$ cat config.mk
export PLATFORM = sky130hd
export DESIGN_NAME = scs_clock_select
export DESIGN_NICKNAME = d
export VERILOG_FILES = /design/src/include/scs_pkg.sv /design/src/core/scs_clock_select.sv
export SDC_FILE = /design/constraint.sdc
export NUM_CORES = 1
export LEC_CHECK = 0
export BUFFER_PORTS_ARGS = -buffer_cell sky130_fd_sc_hd__buf_4
export CAP_MARGIN = 25
export CORE_UTILIZATION = 56
export DETAILED_ROUTE_END_ITERATION = 10
export PLACE_DENSITY_LB_ADDON = 0.1
export SETUP_SLACK_MARGIN = 0.5
export SLEW_MARGIN = 20
export SYNTH_ARGS = -nofsm -noshare
export SYNTH_HDL_FRONTEND = slang
export SYNTH_SLANG_ARGS = --single-unit
$ cat constraint.sdc
create_clock -name clk_sys -period 3 [get_ports clk_sys]
set_input_delay 0.6 -clock clk_sys [delete_from_list [all_inputs] [get_ports clk_sys]]
set_output_delay 0.6 -clock clk_sys [all_outputs]
set_load 0.01 [all_outputs]
$ cat src/include/scs_pkg.sv
// constants for the system clock select and external oscillator block
package scs_pkg;
    // ======================================================
    // register addresses (8-bit special function space)
    localparam logic [7:0] ADDR_SYS_CLK_SEL = 8'h8f;
    localparam logic [7:0] ADDR_EXT_OSC_CTL = 8'hb6;
    localparam logic [7:0] ADDR_HF_OSC_CTL  = 8'hb7;
    localparam logic [7:0] ADDR_LF_OSC_CTL  = 8'had;
    // ======================================================
    // reset values
    localparam logic [7:0] RST_SYS_CLK_SEL  = 8'h00;
    localparam logic [7:0] RST_EXT_OSC_CTL  = 8'h00;
    localparam logic [1:0] RST_HF_DIV       = 2'h0;
    localparam logic [1:0] RST_LF_DIV       = 2'h0;
    // ======================================================
    // field positions
    localparam int SEL_SRC_LSB  = 0;
    localparam int SEL_DIV_LSB  = 4;
    localparam int XOSC_FCN_LSB = 0;
    localparam int XOSC_MD_LSB  = 4;
    localparam int XOSC_VLD_BIT = 7;
    localparam int OSC_DIV_LSB  = 0;
    // ======================================================
    // source select codes
    localparam logic [2:0] SRC_HF  = 3'h0;
    localparam logic [2:0] SRC_EXT = 3'h1;
    localparam logic [2:0] SRC_LF  = 3'h2;
    localparam logic [2:0] SRC_PLL = 3'h4;
    // ======================================================
    // external oscillator modes
    localparam logic [2:0] XMD_CMOS    = 3'h2;
    localparam logic [2:0] XMD_CMOS_D2 = 3'h3;
    localparam logic [2:0] XMD_RC      = 3'h4;
    localparam logic [2:0] XMD_CAP     = 3'h5;
    localparam logic [2:0] XMD_XTAL    = 3'h6;
    localparam logic [2:0] XMD_XTAL_D2 = 3'h7;
    // ======================================================
    // timing
    localparam int CLK_PERIOD_NS  = 10;
    localparam int SYNC_SETTLE_CY = 2;
endpackage

$ cat src/core/scs_clock_select.sv
// system clock source select, output divider and external oscillator control
`timescale 1ns/10ps
// Function
// - hf oscillator may be enabled and selected in one write, no wait
// - hardware sets crystal valid flag once the external oscillator settled
// - hardware sets pll locked flag once the pll has locked
// - source changes on the fly; software selects only settled sources
// - external oscillator stays available for timers and counter array
// - select codes: 000 hf, 001 ext, 010 lf, 100 pll; rest reserved
// - output divide field 00,01,10,11 gives divide by 1,2,4,8
// - select register bits 7, 6 and 3 read zero
// - crystal valid reads 1 only in crystal modes when stable
// - mode field: off, cmos, cmos/2, rc, cap, crystal, crystal/2
// - external control bit 3 reads zero, writes ignored
// - crystal mode uses both pins, off mode neither, other modes only output pin
// - hf divider 00,01,10,11 gives divide by 8,4,2,1
// - lf divider 00,01,10,11 gives divide by 8,4,2,1
module scs_clock_select (
    // clock and reset
    input  wire logic       clk_sys,
    input  wire logic       rst_b,
    // register port
    input  wire logic [7:0] reg_addr,
    input  wire logic [7:0] reg_wdata,
    input  wire logic       reg_wr,
    input  wire logic       reg_rd,
    output logic      [7:0] reg_rdata,
    // divider settings from the oscillator control registers
    input  wire logic [1:0] hf_osc_divider,
    input  wire logic [1:0] lf_osc_divider,
    // source clock ticks, one-cycle enables on clk_sys
    input  wire logic       hf_osc_tick,
    input  wire logic       lf_osc_tick,
    input  wire logic       ext_osc_tick,
    input  wire logic       pll_tick,
    // status from the analog side
    input  wire logic       xtal_amp_ok,
    input  wire logic       pll_lock_raw,
    // generated clock enables
    output logic            system_clock_en,
    output logic            clock_output_en,
    output logic            ext_clock_en,
    // pin ownership and status
    output logic            crystal_input_pin_claim,
    output logic            crystal_output_pin_claim,
    output logic            pll_locked_flag,
    output logic      [2:0] active_source
);
    // ======================================================
    // registers
    logic [2:0] sys_source_select_q;
    logic [1:0] clock_output_divide_q;
    logic [2:0] ext_osc_mode_q;
    logic [2:0] ext_osc_freq_range_q;
    logic       crystal_valid_flag;
    logic [2:0] xv_sync_q;
    logic [2:0] pl_sync_q;
    logic       xtal_mode;
    logic       ext_on;

    function automatic logic [2:0] div_limit(input logic [1:0] code);
        // code 00 divides by 8 down to 11 dividing by 1
        div_limit = 3'h7 >> code;
    endfunction

    function automatic logic src_code_ok(input logic [2:0] code);
        src_code_ok = (code == scs_pkg::SRC_HF) || (code == scs_pkg::SRC_EXT)
                   || (code == scs_pkg::SRC_LF) || (code == scs_pkg::SRC_PLL);
    endfunction

    assign xtal_mode = (ext_osc_mode_q[2:1] == scs_pkg::XMD_XTAL[2:1]);
    assign ext_on    = (ext_osc_mode_q[2:1] != 2'h0);

    always_ff @(posedge clk_sys or negedge rst_b) begin
        if (!rst_b) begin
            sys_source_select_q   <= scs_pkg::RST_SYS_CLK_SEL[2:0];
            clock_output_divide_q <= scs_pkg::RST_SYS_CLK_SEL[5:4];
        end else if (reg_wr && reg_addr == scs_pkg::ADDR_SYS_CLK_SEL) begin
            // select takes effect at once, no settle wait
            if (src_code_ok(reg_wdata[2:0]))
                sys_source_select_q <= reg_wdata[2:0];
            clock_output_divide_q <= reg_wdata[5:4];
        end
    end

    always_ff @(posedge clk_sys or negedge rst_b) begin
        if (!rst_b) begin
            ext_osc_mode_q       <= scs_pkg::RST_EXT_OSC_CTL[6:4];
            ext_osc_freq_range_q <= scs_pkg::RST_EXT_OSC_CTL[2:0];
        end else if (reg_wr && reg_addr == scs_pkg::ADDR_EXT_OSC_CTL) begin
            ext_osc_mode_q       <= reg_wdata[6:4];
            ext_osc_freq_range_q <= reg_wdata[2:0];
        end
    end

    // ======================================================
    // status synchronisers, three stages, second and third agree
    // valid flag from settled amplitude
    always_ff @(posedge clk_sys or negedge rst_b) begin
        if (!rst_b) begin
            xv_sync_q       <= 3'h0;
            pl_sync_q       <= 3'h0;
            pll_locked_flag <= 1'b0;
        end else begin
            xv_sync_q <= {xv_sync_q[1:0], xtal_amp_ok};
            pl_sync_q <= {pl_sync_q[1:0], pll_lock_raw};
            if (pl_sync_q[2] == pl_sync_q[1])
                pll_locked_flag <= pl_sync_q[2];
        end
    end

    logic xv_stable_q;
    always_ff @(posedge clk_sys or negedge rst_b) begin
        if (!rst_b)
            xv_stable_q <= 1'b0;
        else if (xv_sync_q[2] == xv_sync_q[1])
            xv_stable_q <= xv_sync_q[2];
    end
    assign crystal_valid_flag = xv_stable_q && xtal_mode;

    // ======================================================
    // external oscillator, with optional divide by 2
    // ext clock runs whatever the system source
    logic ext_half_q;
    always_ff @(posedge clk_sys or negedge rst_b) begin
        if (!rst_b) begin
            ext_half_q   <= 1'b0;
            ext_clock_en <= 1'b0;
        end else begin
            if (ext_on && ext_osc_tick)
                ext_half_q <= ~ext_half_q;
            // only modes 011 and 111 halve; 101 runs at full rate
            ext_clock_en <= ext_on && ext_osc_tick
                         && (!(ext_osc_mode_q[1] && ext_osc_mode_q[0])
                             || ext_half_q);
        end
    end

    // ======================================================
    // internal oscillator post dividers
    // hf and lf dividers
    logic [2:0] hf_cnt_q;
    logic [2:0] lf_cnt_q;
    logic       hf_en;
    logic       lf_en;
    assign hf_en = hf_osc_tick && (hf_cnt_q == div_limit(hf_osc_divider));
    assign lf_en = lf_osc_tick && (lf_cnt_q == div_limit(lf_osc_divider));
    always_ff @(posedge clk_sys or negedge rst_b) begin
        if (!rst_b) begin
            hf_cnt_q <= 3'h0;
            lf_cnt_q <= 3'h0;
        end else begin
            if (hf_osc_tick)
                hf_cnt_q <= hf_en ? 3'h0 : hf_cnt_q + 3'h1;
            if (lf_osc_tick)
                lf_cnt_q <= lf_en ? 3'h0 : lf_cnt_q + 3'h1;
        end
    end

    // ======================================================
    // source mux; switching at an enable boundary avoids runt periods
    // on-the-fly switch
    logic src_en;
    always_comb begin
        case (active_source)
            scs_pkg::SRC_HF:  src_en = hf_en;
            scs_pkg::SRC_EXT: src_en = ext_clock_en;
            scs_pkg::SRC_LF:  src_en = lf_en;
            scs_pkg::SRC_PLL: src_en = pll_tick;
            default:          src_en = hf_en;
        endcase
    end

    logic       pending;
    assign pending = (active_source != sys_source_select_q);
    always_ff @(posedge clk_sys or negedge rst_b) begin
        if (!rst_b) begin
            active_source   <= scs_pkg::SRC_HF;
            system_clock_en <= 1'b0;
        end else begin
            system_clock_en <= src_en;
            // swap only right after a completed period of the old source
            if (pending && (src_en || system_clock_en))
                active_source <= sys_source_select_q;
        end
    end

    // ======================================================
    // clock output divider
    // divide by 1,2,4,8
    logic [2:0] out_cnt_q;
    logic [2:0] out_lim;
    // terminal count 0,1,3,7 for codes 00..11
    assign out_lim = div_limit(~clock_output_divide_q);
    always_ff @(posedge clk_sys or negedge rst_b) begin
        if (!rst_b) begin
            out_cnt_q       <= 3'h0;
            clock_output_en <= 1'b0;
        end else begin
            clock_output_en <= 1'b0;
            if (system_clock_en) begin
                if (out_cnt_q >= out_lim) begin
                    out_cnt_q       <= 3'h0;
                    clock_output_en <= 1'b1;
                end else begin
                    out_cnt_q <= out_cnt_q + 3'h1;
                end
            end
        end
    end

    // ======================================================
    // pin ownership
    // crystal uses both pins
    always_ff @(posedge clk_sys or negedge rst_b) begin
        if (!rst_b) begin
            crystal_input_pin_claim  <= 1'b0;
            crystal_output_pin_claim <= 1'b0;
        end else begin
            crystal_input_pin_claim  <= xtal_mode;
            crystal_output_pin_claim <= ext_on;
        end
    end

    // ======================================================
    // readback
    // reserved select bits zero
    always_ff @(posedge clk_sys or negedge rst_b) begin
        if (!rst_b)
            reg_rdata <= 8'h00;
        else if (reg_rd) begin
            case (reg_addr)
                scs_pkg::ADDR_SYS_CLK_SEL:
                    reg_rdata <= {2'h0, clock_output_divide_q, 1'b0,
                                  sys_source_select_q};
                scs_pkg::ADDR_EXT_OSC_CTL:
                    reg_rdata <= {crystal_valid_flag, ext_osc_mode_q, 1'b0,
                                  ext_osc_freq_range_q};
                default:
                    reg_rdata <= 8'h00;
            endcase
        end
    end
endmodule // scs_clock_select

== Word-level counts from Yosys, hierarchy flattened ==
Index checks and enable logic that the tools add are counted.

* Reduce and logical (&&, ||, !) cells: 18
* Bitwise gates (word level): 2
* Mux-type cells: 7
* Order comparisons: 1
* Equality and inequality tests: 14
* $add $sub $neg: 3
* Shifts and indexed selects: 3

{| class="wikitable"
|+ Operator list
! kind !! number
|-
| == test 8 bit (second input constant) || 2
|-
| one-hot mux 8 bit (2 select lines) || 1
|-
| adder 3 x 1 -> 3 bit (second input constant) || 3
|-
| logical AND 1 bit || 9
|-
| 2-to-1 mux 3 bit || 3
|-
| >> shifter 3 x 2 -> 3 bit (first input constant) || 3
|-
| == test 3 x 1 -> 1 bit (second input constant) || 2
|-
| == test 3 x 2 -> 1 bit (second input constant) || 2
|-
| == test 3 bit || 2
|-
| == test 3 bit (second input constant) || 2
|-
| logical OR 1 bit || 5
|-
| greater-or-equal comparator 3 bit || 1
|-
| logical NOT 3 bit || 1
|-
| != test 3 bit || 1
|-
| one-hot mux 1 bit (3 select lines) || 1
|-
| == test 1 bit || 2
|-
| == test 2 bit (second input constant) || 1
|-
| 2-to-1 mux 1 bit || 2
|-
| inverter 2 bit || 1
|-
| AND reduction 2 bit || 1
|-
| nonzero test 2 bit || 1
|-
| logical NOT 1 bit || 1
|-
| inverter 1 bit || 1
|}

* Logic and storage cells: 67
* Bits in registers: 45
* Input bits: 30

== Longest topological paths before layout ==
Gate-level depths: netlist of the first run.

* Depth in word-level cells: 6
* Depth in mapped cells: 8
* Depth with buffers taken out: 8

== Worst setup path after synthesis of the first run ==
No wires, ideal clock.

* Path kind: input to register
* From: input hf_osc_divider[0]
* To: register active_source[0]
* Data arrival time: 1.821 ns
* Required time: 2.872 ns
* Path slack: 1.051 ns
* Library setup time: 0.128 ns
* Cell stages on the path: 6
* Cell sequence: nand4bb_1 -> a31oi_1 -> o21ai_2 -> o21ai_1 -> a311oi_2 -> mux2_1

* Cells in the longest elaborated chain, start to end: 6

{| class="wikitable"
|+ Ends and longest elaborated chain
! what !! RTL line !! text
|-
| start, declared || scs_clock_select.sv:29 || <nowiki>input wire logic [1:0] hf_osc_divider,</nowiki>
|-
| >> shifter 3 x 2 -> 3 bit || scs_clock_select.sv:63 || <nowiki>div_limit = 3'h7 >> code;</nowiki>
|-
| == test 3 bit || scs_clock_select.sv:146 || <nowiki>assign hf_en = hf_osc_tick && (hf_cnt_q == div_limit(hf_osc_divider));</nowiki>
|-
| logical AND 1 bit || scs_clock_select.sv:146 ||
|-
| one-hot mux 1 bit (3 select lines) || scs_clock_select.sv:165 || <nowiki>case (active_source)</nowiki>
|-
| logical OR 1 bit || scs_clock_select.sv:183 || <nowiki>if (pending && (src_en || system_clock_en))</nowiki>
|-
| logical AND 1 bit || scs_clock_select.sv:183 ||
|-
| end signal, assigned || scs_clock_select.sv:178 || <nowiki>active_source <= scs_pkg::SRC_HF;</nowiki>
|-
| end signal, assigned || scs_clock_select.sv:184 || <nowiki>active_source <= sys_source_select_q;</nowiki>
|-
| end, declared || scs_clock_select.sv:47 || <nowiki>output logic [2:0] active_source</nowiki>
|}

Every way passes these cells.
A chain may end at the register's enable or synchronous reset.

== Worst setup path in the final report of the first run ==
* From: register lf_cnt_q[0]
* To: register active_source[1]

* Cells in the longest elaborated chain, start to end: 5

{| class="wikitable"
|+ Ends and longest elaborated chain
! what !! RTL line !! text
|-
| start, declared || scs_clock_select.sv:143 || <nowiki>logic [2:0] lf_cnt_q;</nowiki>
|-
| start signal, assigned || scs_clock_select.sv:156 || <nowiki>lf_cnt_q <= lf_en ? 3'h0 : lf_cnt_q + 3'h1;</nowiki>
|-
| == test 3 bit || scs_clock_select.sv:147 || <nowiki>assign lf_en = lf_osc_tick && (lf_cnt_q == div_limit(lf_osc_divider));</nowiki>
|-
| logical AND 1 bit || scs_clock_select.sv:147 ||
|-
| one-hot mux 1 bit (3 select lines) || scs_clock_select.sv:165 ||
|-
| logical OR 1 bit || scs_clock_select.sv:183 ||
|-
| logical AND 1 bit || scs_clock_select.sv:183 ||
|}

Every way passes these cells.

==> impl_metrics.py, run 1 <==
metrics = {
    "critical_path": {
        "crit_arrival_ns": 2.24,
        "r2r-start": "lf_cnt_q[0]$_DFFE_PN0P_",
        "reg2reg_depth": 6,
        "slowest_delay_ns": 0.47,
        "path_max_fanout": 6,
        "slowest_stage": "dfrtp_1",
        "critical_path_class": "reg2reg",
        "rrSetupSlack_ns": 0.98,
        "startpoint_type": "register",
        "crit_path_cell_trace": "nand4bb_1 > a31oi_1 > o21ai_1 > o211ai_1 > a311oi_2 > mux2_1",
        "cp-end-kind": "register",
        "r2r_end": "active_source[1]$_DFFE_PN0P_",
        "cp.required_ns": 3.22,
    },
    "routing": {
        "drtIter0Drc": 55,
        "dr_wl_met3_microns": 115,
        "final_antenna_net_count": 0,
        "viasPerCell": 5.56,
        "finalWirelength_microns": 3730,
        "met1_length_microns": 1640,
        "route.detailed.drc": 0,
        "met2_wirelength_microns": 1940,
        "via_count": 1485,
        "dr.pass1.iters": 4,
        "avgRoutedWirePerCell_microns": 14.0,
        "routed.top_layer": "met4",
    },
    "timing": {
        "period_needed_ns": 2.02,
        "finalHoldViolations": 0,
        "hold_ws_ns": 0.235,
        "tightest_slew_ns": 0.531,
        "fin_skew_ns": 0.0133,
        "tns_ns": 0,
        "grt_setup_unrepaired": "false",
        "finalSetupViolCount": 0,
        "drv_slew": 0,
        "max_freq_mhz": 495,
        "setup_ws_ns": 0.978,
        "finalCritPeriodShare": 0.674,
        "relSlewSlack": 0.646,
    },
    "clock_network": {
        "tritoncts": "built",
        "cts_setup_buffers": 0,
        "root_buffer": "clkbuf_4",
        "htreeDepth": 2,
        "clk_pin_slew_ns": 0.12,
        "cts_resized": 0,
        "postCtsHoldBufs": 0,
        "cts_buffers": 5,
        "cts_buffer_depth": 2,
        "clock-sinks": 44,
        "clock_latency_ns": 0.34,
    },
    "placed_design": {
        "dp.cells": 261,
        "post-place-ws_ns": 0.784,
        "hpwl_microns": 2830,
        "gp_congestion": 0.730,
        "io_buffers": 43,
    },
    "final_layout": {
        "antenna_cells": 0,
        "drive_gt1_frac": 0.303,
        "syn_to_final_growth_pct": 22.4,
        "nets": 258,
        "mostFrequentLayoutCells": "44 x dfrtp_1, 44 x buf_4, 14 x o21ai_0, 13 x nand2_1, 12 x inv_1",
        "finalNonFillerCells": 267,
    },
    "grt": {
        "grt_pass1_vias": 1392,
        "grtUsageTotal": 0.222,
        "grt_pass1_wl_microns": 6070,
        "antenna_found_initial": 0,
        "grt_max_degree": 45,
        "grt_overflow_total": 0,
    },
    "pwr": {
        "power_frac_comb": 0.196,
        "p_clk_frac": 0.253,
        "p_leak_nw": 1.13,
        "power_frac_seq": 0.551,
        "p_switching_uw": 350,
        "swShare": 0.267,
        "internal-power_uw": 964,
        "power_density_mw_per_mm2": 542,
        "ir_drop_v": 0.000429,
    },
    "yosys": {
        "syn_nets": 209,
        "netlist_area_sq_mm": 0.00198,
        "yosysWarnings": 0,
        "avgSynthCellArea_sq_um": 11.5,
        "yosys-top-cells-area": "dfrtp_1 56%, mux2_2 4.5%, ha_1 3.8%",
        "synth_area_leader_cell": "dfrtp_1",
        "synth_seq_area_share": 0.556,
        "ys_async_sr_fraction": 1.00,
        "syn-instance-count": 173,
        "synth_cell_types": 35,
        "yosysTopAreaCellShare": 0.556,
        "synth_edf_count": 0,
        "ys.flop_type": "dfrtp_1",
        "synth-seq-cells": 44,
    },
    "floorplanning": {
        "ioPinCount": 47,
        "core_sq_mm": 0.00336,
        "die_y_microns": 61.5,
        "initial_utilization": 0.589,
        "num_rows": 21,
        "die_x_microns": 61.5,
        "die_area_sq_mm": 0.00378,
    },
    "min_path": {
        "hp-class": "in2async",
    },
    "run_status": {
        "status": "complete, no violations",
    },
    "job": {
        "cap_violations": 0,
    },
}
[cell type report]
cell class / instances / area (sq um)
Sequential cell: 44 / 1100
Clock inverter: 1 / 30.0
Clock buffer: 5 / 37.5
Multi-Input combinational cell: 115 / 825
Tap cell: 46 / 57.6
Timing Repair Buffer: 44 / 330
Inverter: 12 / 45.0
Fill cell: 262 / 937
[registers in the layout (all words and copies together), names as in the netlist, 2 cells and up]
name,count
active_source,3
clock_output_divide_q,2
ext_osc_freq_range_q,3
ext_osc_mode_q,3
hf_cnt_q,3
lf_cnt_q,3
out_cnt_q,3
pl_sync_q,3
reg_rdata,7
sys_source_select_q,3
xv_sync_q,3
[worst max-delay path, delay by kind of cell, from the launching register on]
kind / cells / cell delay (ns)
flops: 1 / 0.47
simple gates: 1 / 0.15
compound gates: 4 / 0.92
mux: 1 / 0.36
[per-stage QoR]
step | power [mW] | area, sq um | util
2_1_floorplan | 0.881 | 1980 | -
3_3_place_gp | 0.972 | 2360 | 0.701
3_5_place_dp | 0.995 | 2360 | 0.701
4_1_cts | 1.33 | 2430 | 0.721
5_1_grt | 1.39 | 2430 | 0.721
6_report | 1.31 | 2430 | 0.721
[power by group through the flow]
| stage | sequential, mW | combinational (mW) | clock, mW |
|---|---|---|---|
| after global routing | 0.735 | 0.288 | 0.365 |
| final | 0.724 | 0.258 | 0.332 |
| after detailed placement | 0.735 | 0.260 | 0 |
| after floorplan | 0.727 | 0.154 | 0 |
| after CTS | 0.723 | 0.261 | 0.342 |
| after global placement | 0.728 | 0.244 | 0 |
[worst max-delay path by stage]
| stage | slack [ns] | depth (start not counted) | to | start |
|---|---|---|---|---|
| 2_1_floorplan | 1.05 | 6 | active_source[0]$_DFFE_PN0P_ | hf_osc_divider[0] |
| 3_3_place_gp | 0.84 | 7 | active_source[1]$_DFFE_PN0P_ | hf_osc_divider[0] |
| 3_5_place_dp | 0.78 | 7 | active_source[1]$_DFFE_PN0P_ | hf_osc_divider[0] |
| 4_1_cts | 1.00 | 6 | active_source[1]$_DFFE_PN0P_ | lf_cnt_q[0]$_DFFE_PN0P_ |
| 5_1_grt | 0.88 | 6 | active_source[0]$_DFFE_PN0P_ | lf_cnt_q[0]$_DFFE_PN0P_ |
| 6_report | 0.98 | 6 | active_source[1]$_DFFE_PN0P_ | lf_cnt_q[0]$_DFFE_PN0P_ |
[cell usage after synthesis (3+ instances only)]
library cell / instances
dfrtp_1: 44
nand4b_1: 3
nand4bb_1: 4
o21ai_0: 14
inv_1: 12
mux2i_1: 3
ha_1: 6
xnor2_1: 3
a22oi_1: 5
a21oi_1: 10
a31oi_1: 3
nand2_1: 13
nor2_1: 6
mux2_2: 8
nand3_1: 7
nor3_1: 3
and2_1: 4
[cell families (layout without fill, tap and decap cells)]
group / count (synthesis) / after routing / share of synthesized area
other: 1 / 1 / 0.00189
AOI/OAI and AO/OA: 42 / 42 / 0.132
muxes: 13 / 13 / 0.0720
DFF: 44 / 44 / 0.556
buffers and inverters: 14 / 62 / 0.0284
adders and majority gates: 8 / 8 / 0.0480
and+or+nand+nor: 48 / 48 / 0.149
xor gates and xnor gates: 3 / 3 / 0.0133
[routing by layer]
layer / track usage / vias to the layer above
met5: 0 / -
met4: 0.0921 / 0
met3: 0.0399 / 6
met2: 0.376 / 24
met1: 0.280 / 737
li1: - / 718
No activity file was read; power rests on OpenSTA's default activity.
==> inputs of run 2 (changes only) <==
--- a/config.mk
+++ b/config.mk
@@ -7,7 +7,7 @@
 export LEC_CHECK = 0
 export BUFFER_PORTS_ARGS = -buffer_cell sky130_fd_sc_hd__buf_4
 export CAP_MARGIN = 25
-export CORE_UTILIZATION = 56
+export CORE_UTILIZATION = 53
 export DETAILED_ROUTE_END_ITERATION = 10
 export PLACE_DENSITY_LB_ADDON = 0.1
 export SETUP_SLACK_MARGIN = 0.5
==> constraint.sdc (replaced) <==
create_clock -name clk_sys -period 2 [get_ports clk_sys]
set_input_delay 0.4 -clock clk_sys [delete_from_list [all_inputs] [get_ports clk_sys]]
set_output_delay 0.4 -clock clk_sys [all_outputs]
set_load 0.01 [all_outputs]
==> run 2 against run 1 <==
Net effect: register-to-register slack worse by 0.87 ns; clock power up 98%; critical path depth unchanged; non-clock buffer count up 9; final cell count up 4.1%; clock skew down 0.0089 ns; sequential power up 51%; setup slack worse by 0.87 ns; first-iteration DRC count down 16%; clock-buffer cell count up 1.
==> impl_metrics.py, run 2 (synthesis results as in run 1) <==
metrics = {
    "critical_path": {
        "cp.required_ns": 2.18,
        "startpoint_type": "register",
        "crit_arrival_ns": 2.07,
        "r2r_end": "active_source[0]$_DFFE_PN0P_",
        "crit_buf_inv": 0,
        "slowest_stage": "dfrtp_2",
        "cp_common_cell": "o211ai_1",
        "cp-end-kind": "register",
        "reg2reg_depth": 6,
        "rrSetupSlack_ns": 0.11,
        "critPathTopFamily": "compound AO/OA/AOI/OAI gates",
        "path_max_fanout": 5,
        "critical_path_class": "reg2reg",
        "slowest_delay_ns": 0.45,
        "crit_path_cell_trace": "nand4b_1 > a31oi_2 > o211ai_1 > o211ai_1 > a311oi_2 > mux2_1",
        "r2r-start": "hf_cnt_q[0]$_DFFE_PN0P_",
    },
    "grt": {
        "grt_max_degree": 45,
        "antenna_found_initial": 0,
        "grt_pass1_vias": 1536,
        "grtUsageTotal": 0.222,
        "grt_pass1_wl_microns": 6710,
        "grt_overflow_total": 0,
    },
    "timing": {
        "drv_slew": 0,
        "fin_skew_ns": 0.00441,
        "tightest_slew_ns": 0.538,
        "finalCritPeriodShare": 0.945,
        "finalHoldViolations": 0,
        "grt_setup_unrepaired": "true",
        "tns_ns": 0,
        "setup_ws_ns": 0.110,
        "finalSetupViolCount": 0,
        "relSlewSlack": 0.641,
        "period_needed_ns": 1.89,
        "max_freq_mhz": 529,
    },
    "placed_design": {
        "gp_congestion": 0.761,
        "io_buffers": 43,
        "post-place-ws_ns": -0.0112,
        "hpwl_microns": 2820,
    },
    "final_layout": {
        "top_register": "reg_rdata",
        "drive_gt1_frac": 0.384,
        "syn_to_final_growth_pct": 31.8,
        "nets": 267,
        "mostFrequentLayoutCells": "53 x buf_4, 42 x dfrtp_1, 12 x inv_1, 11 x nand2_1",
        "layout_commonest_cell": "buf_4",
        "antenna_cells": 0,
        "largest_reg_flops": 7,
    },
    "pwr": {
        "internal-power_mw": 1.62,
        "power_frac_seq": 0.493,
        "power_density_mw_per_mm2": 849,
        "ir_drop_v": 0.000490,
        "p_leak_nw": 1.21,
        "p_clk_frac": 0.296,
        "p_switching_uw": 592,
        "swShare": 0.267,
        "power_frac_comb": 0.211,
    },
    "clock_network": {
        "cts_buffers": 5,
        "clock-sinks": 44,
        "cts_buffer_depth": 2,
        "tritoncts": "built",
        "clk_pin_slew_ns": 0.08,
        "root_buffer": "clkbuf_8",
        "clock_latency_ns": 0.29,
        "htreeDepth": 2,
    },
    "floorplanning": {
        "die_area_sq_mm": 0.00399,
        "initial_utilization": 0.571,
        "num_rows": 21,
        "die_x_microns": 63.2,
        "core_sq_mm": 0.00347,
        "ioPinCount": 47,
        "die_y_microns": 63.2,
    },
    "routing": {
        "finalWirelength_microns": 3910,
        "drtIter0Drc": 46,
        "dr.pass1.iters": 4,
        "route.detailed.drc": 0,
        "final_antenna_net_count": 0,
        "avgRoutedWirePerCell_microns": 14.1,
        "viasPerCell": 5.56,
        "via_count": 1545,
    },
    "min_path": {
        "hp-class": "in2async",
    },
    "run_status": {
        "status": "complete, no violations",
    },
    "job": {
        "cap_violations": 0,
    },
}
-- run 2: cell count changes in the layout (fill, tap and decap cells not counted), sizes merged --
cell,previous run,this run
buf,44,53
clkbuf,5,6
clkinv,0,1
-- run 2: area by class of cell --
cell class,count,area (sq um)
clock buffer,6,72.6
inverter,12,45.0
tap,46,57.6
clock inverter,2,35.0
timing repair buffer,53,398
sequential,44,1100
multi-input combinational,115,900
fill,243,857
-- run 2: power by group through the flow --
stage	combinational [mW]	clock, mW	sequential (mW)
after global placement	0.383	0	1.09
final	0.467	0.657	1.09
after CTS	0.436	0.677	1.09
after global routing	0.522	0.709	1.11
after detailed placement	0.406	0	1.10
after floorplan	0.247	0	1.09
-- run 2: how the worst max path moves through the flow --
stage	from	endpoint	slack, ns	cells past startpoint
final	hf_cnt_q[0]$_DFFE_PN0P_	active_source[0]$_DFFE_PN0P_	0.11	6
after detailed placement	hf_osc_divider[0]	active_source[0]$_DFFE_PN0P_	-0.01	7
after floorplan	lf_cnt_q[0]$_DFFE_PN0P_	active_source[0]$_DFFE_PN0P_	0.24	6
after global routing	hf_cnt_q[1]$_DFFE_PN0P_	active_source[0]$_DFFE_PN0P_	0.003	6
after CTS	hf_cnt_q[1]$_DFFE_PN0P_	active_source[0]$_DFFE_PN0P_	0.11	6
after global placement	lf_osc_divider[0]	active_source[0]$_DFFE_PN0P_	0.05	7
-- run 2: what timing repair did --
action,in CTS,in global routing
hold buffers,0,0
setup buffers,5,3
setup endpoints to repair,8,13
pin swaps,5,7
resized for setup,4,4
-- run 2: through the flow --
step	instance area, sq um	cells	total power, mW	hold slack [ns]	utilization
final	2610	278	2.22	0.0892	0.753
after global routing	2610	278	2.34	0.128	0.753
after CTS	2560	275	2.20	0.0973	0.739
after detailed placement	2410	262	1.51	0.341	0.694
after global placement	2410	262	1.48	0.335	0.694
after floorplan	2020	173	1.34	0.104	-
-- run 2: per-layer routing --
layer | global-route usage | vias up | share of wire
met5 | 0 | - | 0
met4 | 0.102 | 0 | 0.020
met3 | 0.0471 | 8 | 0.035
met2 | 0.368 | 35 | 0.51
met1 | 0.276 | 765 | 0.43
li1 | - | 737 | -
-- run 2: worst reg2reg max path, stage by stage (launching register included) --
cell and delay (ns):
dfrtp_2 0.45, nand4b_1 0.14, a31oi_2 0.11, o211ai_1 0.19
o211ai_1 0.14, a311oi_2 0.38, mux2_1 0.37
==> inputs of run 3 (changes only) <==
--- a/config.mk
+++ b/config.mk
@@ -6,7 +6,8 @@
 export NUM_CORES = 1
 export LEC_CHECK = 0
 export BUFFER_PORTS_ARGS = -buffer_cell sky130_fd_sc_hd__buf_4
-export CAP_MARGIN = 25
+export CAP_MARGIN = 40
+export CORE_MARGIN = 2
 export CORE_UTILIZATION = 53
 export DETAILED_ROUTE_END_ITERATION = 10
 export PLACE_DENSITY_LB_ADDON = 0.1
==> constraint.sdc (replaced) <==
create_clock -name clk_sys -period 2.1 [get_ports clk_sys]
set_input_delay 0.42 -clock clk_sys [delete_from_list [all_inputs] [get_ports clk_sys]]
set_output_delay 0.42 -clock clk_sys [all_outputs]
set_load 0.01 [all_outputs]
==> run 3 against run 2 <==
Net effect: sequential power is 5% lower; via count stayed put; non-clock buffer count is 2 higher; total power is 2.9% lower; highest routed layer unchanged; die area is 6.4% higher.
==> impl_metrics.py, run 3 (synthesis results as in run 1) <==
metrics = {
    "final_layout": {
        "largest_reg_flops": 7,
        "syn_to_final_growth_pct": 34.0,
        "top_register": "reg_rdata",
        "drive_gt1_frac": 0.393,
        "utilization": 0.731,
        "nets": 269,
        "postLayoutCellArea_sq_mm": 0.00266,
        "mostFrequentLayoutCells": "54 x buf_4, 43 x dfrtp_1, 12 x nand2_1, 12 x inv_1, 10 x o21ai_0",
        "antenna_cells": 0,
        "layout_commonest_cell": "buf_4",
    },
    "pwr": {
        "p_leak_nw": 1.23,
        "power_density_mw_per_mm2": 810,
        "swShare": 0.273,
        "ir_drop_v": 0.000524,
        "power_frac_seq": 0.483,
        "internal-power_mw": 1.57,
        "p_clk_frac": 0.291,
        "p_switching_uw": 588,
        "power_frac_comb": 0.226,
    },
    "critical_path": {
        "startpoint_type": "register",
        "cp-end-kind": "register",
        "r2r-start": "hf_cnt_q[1]$_DFFE_PN0P_",
        "critical_path_class": "reg2reg",
        "rrSetupSlack_ns": 0.12,
        "cp.required_ns": 2.29,
        "path_max_fanout": 5,
        "r2r_end": "active_source[1]$_DFFE_PN0P_",
        "crit_arrival_ns": 2.16,
        "reg2reg_depth": 7,
    },
    "routing": {
        "drtIter0Drc": 70,
        "finalWirelength_microns": 4050,
        "via_count": 1545,
        "viasPerCell": 5.48,
        "dr.pass1.iters": 4,
        "final_antenna_net_count": 0,
        "avgRoutedWirePerCell_microns": 14.4,
        "route.detailed.drc": 0,
    },
    "grt": {
        "grt_overflow_total": 0,
        "grt_pass1_wl_microns": 6890,
        "grt_pass1_vias": 1550,
        "grt_max_degree": 45,
        "grtUsageTotal": 0.216,
        "antenna_found_initial": 0,
    },
    "timing": {
        "finalSetupViolCount": 0,
        "drv_slew": 0,
        "tns_ns": 0,
        "fin_skew_ns": 0.00474,
        "period_needed_ns": 1.98,
        "finalCritPeriodShare": 0.941,
        "max_freq_mhz": 506,
        "relSlewSlack": 0.647,
        "tightest_slew_ns": 0.530,
        "grt_setup_unrepaired": "true",
        "setup_ws_ns": 0.124,
        "finalHoldViolations": 0,
    },
    "clock_network": {
        "postCtsHoldBufs": 0,
        "cts_buffer_depth": 2,
        "cts_buffers": 5,
        "tritoncts": "built",
        "clock-sinks": 44,
        "clock_latency_ns": 0.29,
        "clk_pin_slew_ns": 0.08,
        "htreeDepth": 2,
        "root_buffer": "clkbuf_8",
    },
    "floorplanning": {
        "ioPinCount": 47,
        "initial_utilization": 0.545,
        "num_rows": 22,
        "die_area_sq_mm": 0.00424,
        "die_x_microns": 65.2,
        "die_y_microns": 65.2,
        "core_sq_mm": 0.00363,
    },
    "placed_design": {
        "postPlaceCellArea_sq_mm": 0.00240,
        "io_buffers": 43,
        "gp_congestion": 0.812,
        "hpwl_microns": 2880,
        "post-place-ws_ns": 0.0423,
    },
    "min_path": {
        "hp-class": "in2async",
    },
    "job": {
        "cap_violations": 0,
    },
    "run_status": {
        "status": "complete, no violations",
    },
}
run 3: worst max-delay path by stage:
stage / slack (ns) / cells after the start / startpoint / to
global placement: 0.13 / 7 / lf_osc_divider[1] / active_source[1]$_DFFE_PN0P_
global route: 0.03 / 7 / hf_cnt_q[0]$_DFFE_PN0P_ / active_source[1]$_DFFE_PN0P_
detailed placement: 0.04 / 7 / lf_osc_divider[0] / active_source[1]$_DFFE_PN0P_
floorplan: 0.34 / 6 / lf_cnt_q[0]$_DFFE_PN0P_ / active_source[0]$_DFFE_PN0P_
finish: 0.12 / 7 / hf_cnt_q[1]$_DFFE_PN0P_ / active_source[1]$_DFFE_PN0P_
CTS: 0.16 / 7 / lf_cnt_q[1]$_DFFE_PN0P_ / active_source[1]$_DFFE_PN0P_
run 3: area by class of cell:
class | count | area (sq um)
Clock buffer | 6 | 72.6
Clock inverter | 2 | 35.0
Fill cell | 263 | 977
Inverter | 12 | 45.0
Multi-Input combinational cell | 115 | 925
Sequential cell | 44 | 1100
Tap cell | 48 | 60.1
Timing Repair Buffer | 55 | 417
run 3: timing repair:
action | 4_1_cts | 5_1_grt
resized for setup | 8 | 8
endpoints found under the setup margin | 7 | 8
buffers inserted | 8 | 2
pin swaps | 8 | 7
run 3: stage by stage:
step	cells	power (mW)	hold slack, ns
floorplan	173	1.27	0.124
global placement	264	1.40	0.335
detailed placement	264	1.43	0.339
CTS	280	2.12	0.113
global route	282	2.27	0.122
finish	282	2.15	0.0889
run 3: critical path, cell delays in order (launching register included):
cell and delay (ns):
dfrtp_1 0.42, nand4bb_1 0.21, a31oi_2 0.28, o21ai_4 0.12
o31ai_4 0.28, a311oi_2 0.09, buf_4 0.18, mux2_4 0.29
run 3: routing by layer:
metal  share of wire  global-route usage
met5               0                   0
met4           0.013              0.0807
met3           0.045              0.0634
met2            0.53               0.383
met1            0.41               0.249
run 3: power groups by stage:
stage	registers (mW)	logic, mW	clock network, mW
after floorplan	1.04	0.227	0
after global placement	1.04	0.357	0
after detailed placement	1.05	0.376	0
after CTS	1.03	0.445	0.641
after global routing	1.05	0.536	0.687
final	1.04	0.486	0.627
